$ cat src/verilog/blc_params.svh
/*
 * Offsets, field positions, write masks and power-on defaults of the
 * boost and LED driver configuration bank.
 * Assumes it is included by bare name wherever these macros are used.
 */
`ifndef BLC_PARAMS_SVH
`define BLC_PARAMS_SVH

// Register offsets
`define BLC_ADDR_UVLO_OVP 8'h02
`define BLC_ADDR_FREQ 8'h03
`define BLC_ADDR_EDGE_FLOOR 8'h04
`define BLC_ADDR_HEADROOM 8'h06
`define BLC_ADDR_LED_PROT 8'h07

// Implemented bits of each register; the rest read as zero
`define BLC_MASK_UVLO_OVP 8'hFF
`define BLC_MASK_FREQ 8'h2F
`define BLC_MASK_EDGE_FLOOR 8'hFF
`define BLC_MASK_HEADROOM 8'h03
`define BLC_MASK_LED_PROT 8'h13

// Power-on defaults: comp internal, OVP 0x1A, UVLO 00
`define BLC_RST_UVLO_OVP 8'hE8
// PFM on, frequency code 0x04
`define BLC_RST_FREQ 8'h24
// Floor code 0x3C, edge rate 11
`define BLC_RST_EDGE_FLOOR 8'hF3
`define BLC_RST_HEADROOM 8'h02
`define BLC_RST_LED_PROT 8'h00

// Field positions
`define BLC_UVLO_LSB 0
`define BLC_OVP_LSB 2
`define BLC_COMP_BIT 7
`define BLC_FREQ_LSB 0
`define BLC_PFM_BIT 5
`define BLC_EDGE_LSB 0
`define BLC_FLOOR_LSB 2
`define BLC_HEADROOM_LSB 0
`define BLC_LED_OVP_LSB 0
`define BLC_SHORT_BIT 4

// Pulse-frequency floor arithmetic and loader register count
`define BLC_FLOOR_NUMERATOR 14'h3E80
`define BLC_FLOOR_OFFSET 10'h007
`define BLC_REG_COUNT 3'h5

`endif

$ cat src/verilog/blc_pkg.sv
/*
 * Types and shared decode functions of the configuration bank.
 * Assumes blc_params.svh is on the include path.
 */
`include "blc_params.svh"

package blc_pkg;

	typedef enum logic [1:0] {
		BLC_LD_REQ = 2'b00,
		BLC_LD_WAIT = 2'b01,
		BLC_LD_DONE = 2'b10
	} blc_load_state_type;

	// Walk order of the loader, giving both the store address and the bank address
	function automatic logic [7:0] blc_index_addr(input logic [2:0] idx);
		logic [7:0] a;
		a = 8'h00;
		case (idx)
			3'h0: a = `BLC_ADDR_UVLO_OVP;
			3'h1: a = `BLC_ADDR_FREQ;
			3'h2: a = `BLC_ADDR_EDGE_FLOOR;
			3'h3: a = `BLC_ADDR_HEADROOM;
			3'h4: a = `BLC_ADDR_LED_PROT;
			default: a = 8'h00;
		endcase
		return a;
	endfunction

	// Writable bits at an offset; zero for an unmapped offset
	function automatic logic [7:0] blc_addr_mask(input logic [7:0] addr);
		logic [7:0] m;
		m = 8'h00;
		case (addr)
			`BLC_ADDR_UVLO_OVP: m = `BLC_MASK_UVLO_OVP;
			`BLC_ADDR_FREQ: m = `BLC_MASK_FREQ;
			`BLC_ADDR_EDGE_FLOOR: m = `BLC_MASK_EDGE_FLOOR;
			`BLC_ADDR_HEADROOM: m = `BLC_MASK_HEADROOM;
			`BLC_ADDR_LED_PROT: m = `BLC_MASK_LED_PROT;
			default: m = 8'h00;
		endcase
		return m;
	endfunction

endpackage : blc_pkg
$ cat src/verilog/blc_config_regs.sv
/*
 * Configuration register bank of a boost converter with LED driver:
 * protection, frequency and edge-rate fields driven to the analog core.
 * Assumes an I2C protocol engine presents decoded byte accesses on the
 * host port, synchronous to core_clk, and a non-volatile store port.
 */
`include "blc_params.svh"

// Behaviour
// - UVLO threshold field at 0x02[1:0], default 00 (2.3 V).
// - Output overvoltage code at 0x02[6:2], 10-40 V, default 0x1A.
// - Compensation select at 0x02[7], 1 internal, default internal.
// - Switching frequency code at 0x03[3:0], sixteen steps, default 0x04.
// - Pulse-frequency mode enable at 0x03[5], default on.
// - Switch node edge rate at 0x04[1:0], default 11 (200%).
// - PFM floor code at 0x04[7:2], default 0x3C, floor by formula.
// - Channel headroom at 0x06[1:0], default 10 (500 mV).
// - LED overvoltage level at 0x07[1:0], default 00 (2.1 V).
// - LED short protection enable at 0x07[4], default off.
// - Host reads and writes every field through the access port.
// - Registers load from the non-volatile store before host access.
module blc_config_regs
	import blc_pkg::*;
(
	// Clock and reset
	input wire logic core_clk,
	input wire logic rst_n,
	// Host access port from the I2C engine
	input wire logic host_wr_en,
	input wire logic host_rd_en,
	input wire logic [7:0] host_addr,
	input wire logic [7:0] host_wr_data,
	output logic host_ready,
	output logic [7:0] host_rd_data,
	output logic host_rd_valid,
	// Non-volatile store read port
	output logic nvm_rd_req,
	output logic [7:0] nvm_addr,
	input wire logic [7:0] nvm_rd_data,
	input wire logic nvm_rd_ack,
	// Fields to the analog core
	output logic [1:0] uvlo_sel,
	output logic [4:0] output_overvoltage_limit,
	output logic comp_internal,
	output logic [3:0] switch_freq_code,
	output logic pfm_enable,
	output logic [1:0] switch_node_edge_rate,
	output logic [5:0] pfm_floor_code,
	output logic [1:0] headroom_sel,
	output logic [1:0] led_ovp_sel,
	output logic led_short_enable,
	// Derived frequencies in kHz
	output logic [10:0] selected_switch_frequency,
	output logic [9:0] pfm_floor_khz
);

	logic ld_wr_en;
	logic [7:0] ld_addr;
	logic [7:0] ld_data;
	logic load_busy;

	logic [7:0] uvlo_ovp_comp_cfg_r, uvlo_ovp_comp_cfg_nxt;
	logic [7:0] switch_freq_cfg_r, switch_freq_cfg_nxt;
	logic [7:0] edge_rate_pfm_floor_cfg_r, edge_rate_pfm_floor_cfg_nxt;
	logic [7:0] headroom_cfg_r, headroom_cfg_nxt;
	logic [7:0] led_protect_cfg_r, led_protect_cfg_nxt;
	logic [7:0] rd_data_r, rd_data_nxt;
	logic rd_valid_r, rd_valid_nxt;
	logic [10:0] fsw_r, fsw_nxt;
	logic [9:0] floor_r, floor_nxt;

	logic wr_en;
	logic [7:0] wr_addr;
	logic [7:0] wr_data;
	logic [13:0] floor_den;

	// Switching frequency in kHz for a code
	function automatic logic [10:0] freq_khz(input logic [3:0] code);
		logic [10:0] f;
		f = 11'h000;
		case (code)
			4'h0: f = 11'h064;
			4'h1: f = 11'h096;
			4'h2: f = 11'h0C8;
			4'h3: f = 11'h0FA;
			4'h4: f = 11'h12C;
			4'h5: f = 11'h190;
			4'h6: f = 11'h1F4;
			4'h7: f = 11'h258;
			4'h8: f = 11'h2BC;
			4'h9: f = 11'h320;
			4'hA: f = 11'h384;
			4'hB: f = 11'h3E8;
			4'hC: f = 11'h4C9;
			4'hD: f = 11'h537;
			4'hE: f = 11'h5AA;
			4'hF: f = 11'h640;
			default: f = 11'h000;
		endcase
		return f;
	endfunction

	// Stored byte at an offset, reserved bits already zero
	function automatic logic [7:0] reg_value(input logic [7:0] addr, input logic [7:0] r2,
		input logic [7:0] r3, input logic [7:0] r4, input logic [7:0] r6, input logic [7:0] r7);
		logic [7:0] v;
		v = 8'h00;
		case (addr)
			`BLC_ADDR_UVLO_OVP: v = r2;
			`BLC_ADDR_FREQ: v = r3;
			`BLC_ADDR_EDGE_FLOOR: v = r4;
			`BLC_ADDR_HEADROOM: v = r6;
			`BLC_ADDR_LED_PROT: v = r7;
			default: v = 8'h00;
		endcase
		return v;
	endfunction

	blc_nvm_loader u_loader (
		.core_clk(core_clk),
		.rst_n(rst_n),
		.nvm_rd_req(nvm_rd_req),
		.nvm_addr(nvm_addr),
		.nvm_rd_data(nvm_rd_data),
		.nvm_rd_ack(nvm_rd_ack),
		.ld_wr_en(ld_wr_en),
		.ld_addr(ld_addr),
		.ld_data(ld_data),
		.load_busy(load_busy)
	);

	// Host is held off until the store has been copied in
	assign host_ready = !load_busy;
	assign wr_en = load_busy ? ld_wr_en : host_wr_en;
	assign wr_addr = load_busy ? ld_addr : host_addr;
	assign wr_data = (load_busy ? ld_data : host_wr_data) & blc_addr_mask(wr_addr);

	// Floor period in units of 1/16000 ms; worst case stays below 680
	assign floor_den = 14'(16'(`BLC_FLOOR_NUMERATOR) / 16'(freq_khz(switch_freq_code)))
		+ 14'({pfm_floor_code, 3'b000}) + 14'(`BLC_FLOOR_OFFSET);

	always_comb begin
		uvlo_ovp_comp_cfg_nxt = uvlo_ovp_comp_cfg_r;
		switch_freq_cfg_nxt = switch_freq_cfg_r;
		edge_rate_pfm_floor_cfg_nxt = edge_rate_pfm_floor_cfg_r;
		headroom_cfg_nxt = headroom_cfg_r;
		led_protect_cfg_nxt = led_protect_cfg_r;
		if (wr_en) begin
			unique case (wr_addr)
				`BLC_ADDR_UVLO_OVP: uvlo_ovp_comp_cfg_nxt = wr_data;
				`BLC_ADDR_FREQ: switch_freq_cfg_nxt = wr_data;
				`BLC_ADDR_EDGE_FLOOR: edge_rate_pfm_floor_cfg_nxt = wr_data;
				`BLC_ADDR_HEADROOM: headroom_cfg_nxt = wr_data;
				`BLC_ADDR_LED_PROT: led_protect_cfg_nxt = wr_data;
				default: begin
				end
			endcase
		end
		rd_valid_nxt = host_rd_en && !load_busy;
		rd_data_nxt = rd_data_r;
		if (host_rd_en && !load_busy) begin
			rd_data_nxt = reg_value(host_addr, uvlo_ovp_comp_cfg_r, switch_freq_cfg_r,
				edge_rate_pfm_floor_cfg_r, headroom_cfg_r, led_protect_cfg_r);
		end
		fsw_nxt = freq_khz(switch_freq_code);
		floor_nxt = 10'(`BLC_FLOOR_NUMERATOR / floor_den);
	end

	always_ff @(posedge core_clk or negedge rst_n) begin
		if (!rst_n) begin
			uvlo_ovp_comp_cfg_r <= `BLC_RST_UVLO_OVP;
			switch_freq_cfg_r <= `BLC_RST_FREQ;
			edge_rate_pfm_floor_cfg_r <= `BLC_RST_EDGE_FLOOR;
			headroom_cfg_r <= `BLC_RST_HEADROOM;
			led_protect_cfg_r <= `BLC_RST_LED_PROT;
			rd_data_r <= 8'h00;
			rd_valid_r <= 1'b0;
			fsw_r <= 11'h12C;
			floor_r <= 10'h000;
		end else begin
			uvlo_ovp_comp_cfg_r <= uvlo_ovp_comp_cfg_nxt;
			switch_freq_cfg_r <= switch_freq_cfg_nxt;
			edge_rate_pfm_floor_cfg_r <= edge_rate_pfm_floor_cfg_nxt;
			headroom_cfg_r <= headroom_cfg_nxt;
			led_protect_cfg_r <= led_protect_cfg_nxt;
			rd_data_r <= rd_data_nxt;
			rd_valid_r <= rd_valid_nxt;
			fsw_r <= fsw_nxt;
			floor_r <= floor_nxt;
		end
	end

	assign uvlo_sel = uvlo_ovp_comp_cfg_r[`BLC_UVLO_LSB +: 2];
	assign output_overvoltage_limit = uvlo_ovp_comp_cfg_r[`BLC_OVP_LSB +: 5];
	assign comp_internal = uvlo_ovp_comp_cfg_r[`BLC_COMP_BIT];
	assign switch_freq_code = switch_freq_cfg_r[`BLC_FREQ_LSB +: 4];
	// Floor only matters to the core while PFM is on
	assign pfm_enable = switch_freq_cfg_r[`BLC_PFM_BIT];
	assign switch_node_edge_rate = edge_rate_pfm_floor_cfg_r[`BLC_EDGE_LSB +: 2];
	assign pfm_floor_code = edge_rate_pfm_floor_cfg_r[`BLC_FLOOR_LSB +: 6];
	assign headroom_sel = headroom_cfg_r[`BLC_HEADROOM_LSB +: 2];
	assign led_ovp_sel = led_protect_cfg_r[`BLC_LED_OVP_LSB +: 2];
	assign led_short_enable = led_protect_cfg_r[`BLC_SHORT_BIT];
	assign host_rd_data = rd_data_r;
	assign host_rd_valid = rd_valid_r;
	assign selected_switch_frequency = fsw_r;
	assign pfm_floor_khz = floor_r;

	uvlo_write_a: assert property (@(posedge core_clk) disable iff (!rst_n)
		host_ready && host_wr_en && host_addr == 8'h02 |=> uvlo_sel == $past(host_wr_data[1:0]))
		else $error("UVLO field did not take host write");
	ovp_write_a: assert property (@(posedge core_clk) disable iff (!rst_n)
		host_ready && host_wr_en && host_addr == 8'h02
		|=> output_overvoltage_limit == $past(host_wr_data[6:2]))
		else $error("Overvoltage field did not take host write");
	comp_write_a: assert property (@(posedge core_clk) disable iff (!rst_n)
		host_ready && host_wr_en && host_addr == 8'h02 |=> comp_internal == $past(host_wr_data[7]))
		else $error("Compensation select did not take host write");
	freq_follow_a: assert property (@(posedge core_clk) disable iff (!rst_n)
		host_ready && host_wr_en && host_addr == 8'h03 && host_wr_data[3:0] == 4'hC
		|=> ##1 selected_switch_frequency == 11'h4C9)
		else $error("Frequency code 0xC did not give 1225 kHz");
	pfm_write_a: assert property (@(posedge core_clk) disable iff (!rst_n)
		host_ready && host_wr_en && host_addr == 8'h03 |=> pfm_enable == $past(host_wr_data[5]))
		else $error("PFM enable did not take host write");
	edge_write_a: assert property (@(posedge core_clk) disable iff (!rst_n)
		host_ready && host_wr_en && host_addr == 8'h04
		|=> switch_node_edge_rate == $past(host_wr_data[1:0]))
		else $error("Edge rate did not take host write");
	floor_calc_a: assert property (@(posedge core_clk) disable iff (!rst_n)
		host_ready && host_wr_en && host_addr == 8'h04 && host_wr_data == 8'h00
		&& switch_freq_code == 4'hF && !(host_wr_en && host_addr == 8'h03)
		|=> ##1 pfm_floor_khz == 10'h3AD)
		else $error("PFM floor formula wrong for code 0 at 1600 kHz");
	headroom_write_a: assert property (@(posedge core_clk) disable iff (!rst_n)
		host_ready && host_wr_en && host_addr == 8'h06 |=> headroom_sel == $past(host_wr_data[1:0]))
		else $error("Headroom did not take host write");
	led_ovp_write_a: assert property (@(posedge core_clk) disable iff (!rst_n)
		host_ready && host_wr_en && host_addr == 8'h07 |=> led_ovp_sel == $past(host_wr_data[1:0]))
		else $error("LED overvoltage level did not take host write");
	short_write_a: assert property (@(posedge core_clk) disable iff (!rst_n)
		host_ready && host_wr_en && host_addr == 8'h07 |=> led_short_enable == $past(host_wr_data[4]))
		else $error("Short protection enable did not take host write");
	read_back_a: assert property (@(posedge core_clk) disable iff (!rst_n)
		host_ready && host_wr_en && host_addr == 8'h03 ##1 host_rd_en && host_addr == 8'h03
		&& !host_wr_en |=> host_rd_valid && host_rd_data == ($past(host_wr_data, 2) & 8'h2F))
		else $error("Read back of frequency register wrong");
	busy_block_a: assert property (@(posedge core_clk) disable iff (!rst_n)
		!host_ready && !nvm_rd_ack |=> $stable(uvlo_ovp_comp_cfg_r) && $stable(led_protect_cfg_r)
		&& !host_rd_valid)
		else $error("Bank changed or answered while loading");

	// Host port framing and field writes
	rd_valid_a: assert property (@(posedge core_clk) disable iff (!rst_n)
		host_ready && host_rd_en |=> host_rd_valid)
		else $error("Taken read gave no valid pulse");
	rd_quiet_a: assert property (@(posedge core_clk) disable iff (!rst_n)
		!(host_ready && host_rd_en) |=> !host_rd_valid && $stable(host_rd_data))
		else $error("Read data moved or pulsed without a taken read");
	ready_hold_a: assert property (@(posedge core_clk) disable iff (!rst_n)
		host_ready |=> host_ready)
		else $error("Host port closed again after loading");
	freq_write_a: assert property (@(posedge core_clk) disable iff (!rst_n)
		host_ready && host_wr_en && host_addr == `BLC_ADDR_FREQ
		|=> switch_freq_code == $past(host_wr_data[3:0]))
		else $error("Frequency code did not take host write");
	floor_write_a: assert property (@(posedge core_clk) disable iff (!rst_n)
		host_ready && host_wr_en && host_addr == `BLC_ADDR_EDGE_FLOOR
		|=> pfm_floor_code == $past(host_wr_data[7:2]))
		else $error("PFM floor code did not take host write");

	// Reserved bits and unmapped offsets
	unmapped_read_a: assert property (@(posedge core_clk) disable iff (!rst_n)
		host_ready && host_rd_en && blc_addr_mask(host_addr) == 8'h00
		|=> host_rd_data == 8'h00)
		else $error("Unmapped offset did not read as zero");
	unmapped_write_a: assert property (@(posedge core_clk) disable iff (!rst_n)
		host_ready && host_wr_en && blc_addr_mask(host_addr) == 8'h00
		|=> $stable(uvlo_ovp_comp_cfg_r) && $stable(switch_freq_cfg_r)
		&& $stable(edge_rate_pfm_floor_cfg_r) && $stable(headroom_cfg_r)
		&& $stable(led_protect_cfg_r))
		else $error("Write to unmapped offset changed the bank");
	reserved_zero_a: assert property (@(posedge core_clk) disable iff (!rst_n)
		(switch_freq_cfg_r & ~`BLC_MASK_FREQ) == 8'h00
		&& (headroom_cfg_r & ~`BLC_MASK_HEADROOM) == 8'h00
		&& (led_protect_cfg_r & ~`BLC_MASK_LED_PROT) == 8'h00)
		else $error("Unassigned bit held a one");

	// Loader writes, masked on the way in
	load_uvlo_a: assert property (@(posedge core_clk) disable iff (!rst_n)
		ld_wr_en && ld_addr == `BLC_ADDR_UVLO_OVP
		|=> uvlo_ovp_comp_cfg_r == $past(ld_data))
		else $error("Stored byte for the first register was not loaded");
	load_freq_a: assert property (@(posedge core_clk) disable iff (!rst_n)
		ld_wr_en && ld_addr == `BLC_ADDR_FREQ
		|=> switch_freq_cfg_r == ($past(ld_data) & `BLC_MASK_FREQ))
		else $error("Stored frequency byte not loaded or not masked");
	load_edge_a: assert property (@(posedge core_clk) disable iff (!rst_n)
		ld_wr_en && ld_addr == `BLC_ADDR_EDGE_FLOOR
		|=> edge_rate_pfm_floor_cfg_r == $past(ld_data))
		else $error("Stored edge rate byte was not loaded");
	load_prot_a: assert property (@(posedge core_clk) disable iff (!rst_n)
		ld_wr_en && ld_addr == `BLC_ADDR_LED_PROT
		|=> led_protect_cfg_r == ($past(ld_data) & `BLC_MASK_LED_PROT))
		else $error("Stored protection byte not loaded or not masked");

endmodule // blc_config_regs

$ cat src/verilog/blc_nvm_loader.sv
/*
 * Power-on loader: copies each configuration register from the
 * non-volatile store into the bank, one read per register.
 * Assumes the store answers each request with a one-cycle acknowledge.
 */
`include "blc_params.svh"

module blc_nvm_loader
	import blc_pkg::*;
(
	// Clock and reset
	input wire logic core_clk,
	input wire logic rst_n,
	// Non-volatile store read port
	output logic nvm_rd_req,
	output logic [7:0] nvm_addr,
	input wire logic [7:0] nvm_rd_data,
	input wire logic nvm_rd_ack,
	// Load path into the bank
	output logic ld_wr_en,
	output logic [7:0] ld_addr,
	output logic [7:0] ld_data,
	output logic load_busy
);

	blc_load_state_type state_r, state_nxt;
	logic [2:0] idx_r, idx_nxt;

	always_comb begin
		state_nxt = state_r;
		idx_nxt = idx_r;
		unique case (state_r)
			BLC_LD_REQ: begin
				state_nxt = BLC_LD_WAIT;
			end
			BLC_LD_WAIT: begin
				if (nvm_rd_ack) begin
					if (idx_r == `BLC_REG_COUNT - 3'h1) begin
						state_nxt = BLC_LD_DONE;
					end else begin
						idx_nxt = idx_r + 3'h1;
						state_nxt = BLC_LD_REQ;
					end
				end
			end
			BLC_LD_DONE: begin
				state_nxt = BLC_LD_DONE;
			end
			default: state_nxt = BLC_LD_DONE;
		endcase
	end

	always_ff @(posedge core_clk or negedge rst_n) begin
		if (!rst_n) begin
			state_r <= BLC_LD_REQ;
			idx_r <= 3'h0;
		end else begin
			state_r <= state_nxt;
			idx_r <= idx_nxt;
		end
	end

	// Request stays up until acknowledged
	assign nvm_rd_req = (state_r == BLC_LD_WAIT);
	assign nvm_addr = blc_index_addr(idx_r);
	assign ld_wr_en = (state_r == BLC_LD_WAIT) && nvm_rd_ack;
	assign ld_addr = blc_index_addr(idx_r);
	assign ld_data = nvm_rd_data;
	assign load_busy = (state_r != BLC_LD_DONE);

endmodule // blc_nvm_loader

$ cat config.mk
export PLATFORM = sky130hd
export DESIGN_NAME = blc_config_regs
export DESIGN_NICKNAME = d
export VERILOG_FILES = /design/src/verilog/blc_pkg.sv /design/src/verilog/blc_config_regs.sv /design/src/verilog/blc_nvm_loader.sv
export VERILOG_INCLUDE_DIRS = /design/src /design/src/verilog
export SDC_FILE = /design/constraint.sdc
export NUM_CORES = 1
export LEC_CHECK = 0
export ABC_CLOCK_PERIOD_IN_PS = 74400
export BUFFER_PORTS_ARGS = -buffer_cell sky130_fd_sc_hd__buf_2
export CAP_MARGIN = 20
export CORE_AREA = 2 2 168 252
export DETAILED_ROUTE_END_ITERATION = 16
export DIE_AREA = 0 0 170 254
export SYNTH_ARGS = -nofsm -noshare
export SYNTH_HDL_FRONTEND = slang
export SYNTH_SLANG_ARGS = --single-unit
$ cat constraint.sdc
create_clock -name core_clk -period 74.4 [get_ports core_clk]
set_clock_uncertainty 0.05 [all_clocks]
set_input_delay 18.6 -clock core_clk [delete_from_list [all_inputs] [get_ports core_clk]]
set_output_delay 18.6 -clock core_clk [all_outputs]
set_load 0.01 [all_outputs]
==> metrics.txt <==
first-pass GRT wire length=85800 microns; ys flop type=dfrtp_1; hold slack final=429 ps; fraction of the yosys area taken by sequential cells=between 10% and 20%; floorplan row count=91; Worst path max stage delay=840 ps; type of element capturing the critical path=flop; number of maximum-capacitance constraint violations=0; die boundary width=170 microns; Unique masters post-synth=130; Final Util=42.6%; Tmin final=61420 ps; most frequent cell on the critical path=a21oi_1; full die area=43200 sq um; die span in y=254 microns; detailed placer's ending HPWL=around 43000 microns; root buffer cell=clkbuf_16; period utilisation layout=82.6%; arrival time worst endpoint=between 60000 and 70000 ps; total via count after detailed routing=16800; count of nets left with antenna violations after detail routing=0; TNS Setup=0 ps; max-slew violation count=0; maximum fanout count along the critical path=36; placeable core region=~41000 sq um; Critical Path RT=74570 ps; synthesized area divided by synthesized cell count=approximately 7.6 sq um; number of logic stages on the critical path including buffering=~260; Worst-path clk slew=80 ps; CTS tree=yes; EDFF count, synth=0; R2R setup slack=12980 ps; tightest slew margin relative to the limit=23.6%; Sequential cell area=about 1900 sq um; Layout area overhead=7.41%; pin count of the biggest net entering global routing=between 60 and 70; Synth top area share=16.2%; Worst Setup Path Type=flop to flop; # DRC=0; number of buffers inserted by hold repair at cts=0; dominant cells by area after synthesis=ha_1 16%, dfrtp_1 8.9%, a21oi_1 5.1%; gp weighted congestion=0.928; final routed wire length divided by cell count=20.0 microns; TritonCTS sink count=between 70 and 80; port buffer count=a little under 90; number of cells upsized or downsized after cts=0; detailed-route wire length=54800 microns; buffer and inverter count on the worst path=23; Final setup viols=0; peak clock frequency supported by timing=roughly 0.016 GHz; cell area after synthesis=roughly 16000 sq um; path type of the worst min-delay path=flop to flop; Inserted Clock Buffers=9; initial antenna violation count=0; Setup crit start kind=flop; outcome=finished clean; final hold violation count=0; cell class contributing the biggest share of worst-path delay=compound AO/OA/AOI/OAI gates; register bit total from synthesis=75; average via count per standard cell=6.16; Worst-Margin Slew=roughly 1100 ps; number of non-filler instances in the completed layout=roughly 2700; async set or reset register ratio after synthesis=100%; Post-layout nets=around 2500; initial core utilization=39.7%; clock latency of the later-clocked register in the worst-skew pair=~360 ps; Initial DRC Count=around 1000; largest area contributor in the netlist=ha_1; number of buffers on the longest clock path=2; DRT Pass-1 Iters=6; global-route usage over all layers=24.7%; multi-input gate area in the final layout=13600 sq um; cells on worst reg2reg path=~260; Post-CTS Repair Setup Buffers=0; synth warn=0; synthesized instance count=2153; number of global-route vias before repair=16500; depth of the CTS H-tree=3; cell with the largest stage delay on the worst path=a211oi_2; antenna cells=0; total instance count after detailed placement=about 2700; Cells on Worst Hold Path=1; Fillers=4232; unrepaired setup endpoints after global routing=no; Top-Level Pins=95; share of cells above drive strength 1=13.3%; total gr overflow=0
cells by family after synthesis:
group / synth area share, %
AO/OA/AOI/OAI: 31.3
buffers and inverters: 4.96
flip-flops: 11.7
XOR/XNOR: 6.47
other: 0.0462
multiplexers: 5.40
AND/OR/NAND/NOR: 23.9
adder cells (fa/ha/maj): 16.2
cells in the final DEF, fill, tap and decap left out, types with 11 or more instances in the layout:
cell type    n
or2_2       12
a31oi_1     25
o31a_1      11
o21ai_0    134
mux2_2      45
a211oi_1    25
inv_1       88
buf_4       21
a21o_1      78
o211ai_1    20
conb_1      17
inv_2       11
and3_1      18
o31ai_1     24
nor2b_1     29
o21bai_1    13
xor2_1      42
o21a_1      50
nor2_1     198
nand2b_1    46
or3_1       19
xnor2_1     78
ha_1       211
dfrtp_1     58
o21ai_1     16
nand4_1     31
nand2_1    182
a21oi_1    164
dfstp_2     17
nor3_1      69
buf_2       88
mux2i_1     31
and2_1      25
nand3_1     53
a221oi_1    19
through the flow:
stage                     setup WS, ps  area, sq um
after global routing              8640        17500
after CTS                        13750        17500
after global placement           14790        17200
after floorplan                  22900        16300
final                            12980        17500
after detailed placement         13970        17200
worst paths after layout:
check,endpoint,from
max,pfm_floor_khz[0],switch_freq_cfg_r[0]
min,u_loader.state_r[0],u_loader.state_r[0]
max reg2reg,pfm_floor_khz[0],switch_freq_cfg_r[0]
min reg2reg,u_loader.state_r[0],u_loader.state_r[0]
max in group asynchronous,edge_rate_pfm_floor_cfg_r[3],rst_n
min in group asynchronous,pfm_floor_khz[3],rst_n
per-layer routing:
layer | part of all wire [%] | vias up | track usage, %
met5 | 0 | - | 0
met1 | 40 | 7945 | 27.7
met3 | 3.5 | 192 | 1.84
met2 | 50 | 499 | 45.6
li1 | - | 8175 | -
met4 | 6.3 | 0 | 14.4
sequential cells by signal, summed over array words and instances, names as in the netlist:
signal,count
u_loader.state_r,2
host_rd_data,8
host_rd_valid,1
switch_freq_cfg_r,8
selected_switch_frequency,11
u_loader.idx_r,3
uvlo_ovp_comp_cfg_r,8
led_protect_cfg_r,8
pfm_floor_khz,10
headroom_cfg_r,8
edge_rate_pfm_floor_cfg_r,8
cells in the mapped netlist (9+ instances only):
library cell and count:
nor2b_1 29, nor4_1 10, mux2i_1 31, nand2_1 182
nor3_1 69, and2_1 25, a21oi_1 166, nand2b_1 46
mux2_2 45, nor2_1 198, a221oi_1 19, and3_1 18
dfrtp_1 58, buf_4 18, inv_2 11, a21o_1 78
o21ai_1 15, inv_1 88, o21a_1 50, o21ai_0 135
and4_1 9, dfstp_2 17, a211oi_1 26, xor2_1 42
a31oi_1 25, or2_2 12, buf_2 12, nand3_1 53
o31ai_1 24, xnor2_1 78, o31a_1 11, o21bai_1 13
o2111ai_1 10, or4_1 9, nand4_1 31, ha_1 211
o211ai_1 20, clkbuf_1 35, or3_1 19
final cells by class:
| class | count | share of cell area (%) |
|---|---|---|
| clock inverter | 7 | 0.423 |
| timing repair buffer | 110 | 3.45 |
| tap | 511 | 3.66 |
| multi-input combinational | 1916 | 78.0 |
| sequential | 75 | 10.9 |
| clock buffer | 9 | 1.29 |
| inverter | 103 | 2.29 |
Power is left out: the tool's default activity adds up to more than one toggle a clock period on the data nets, which glitch-free logic cannot reach.
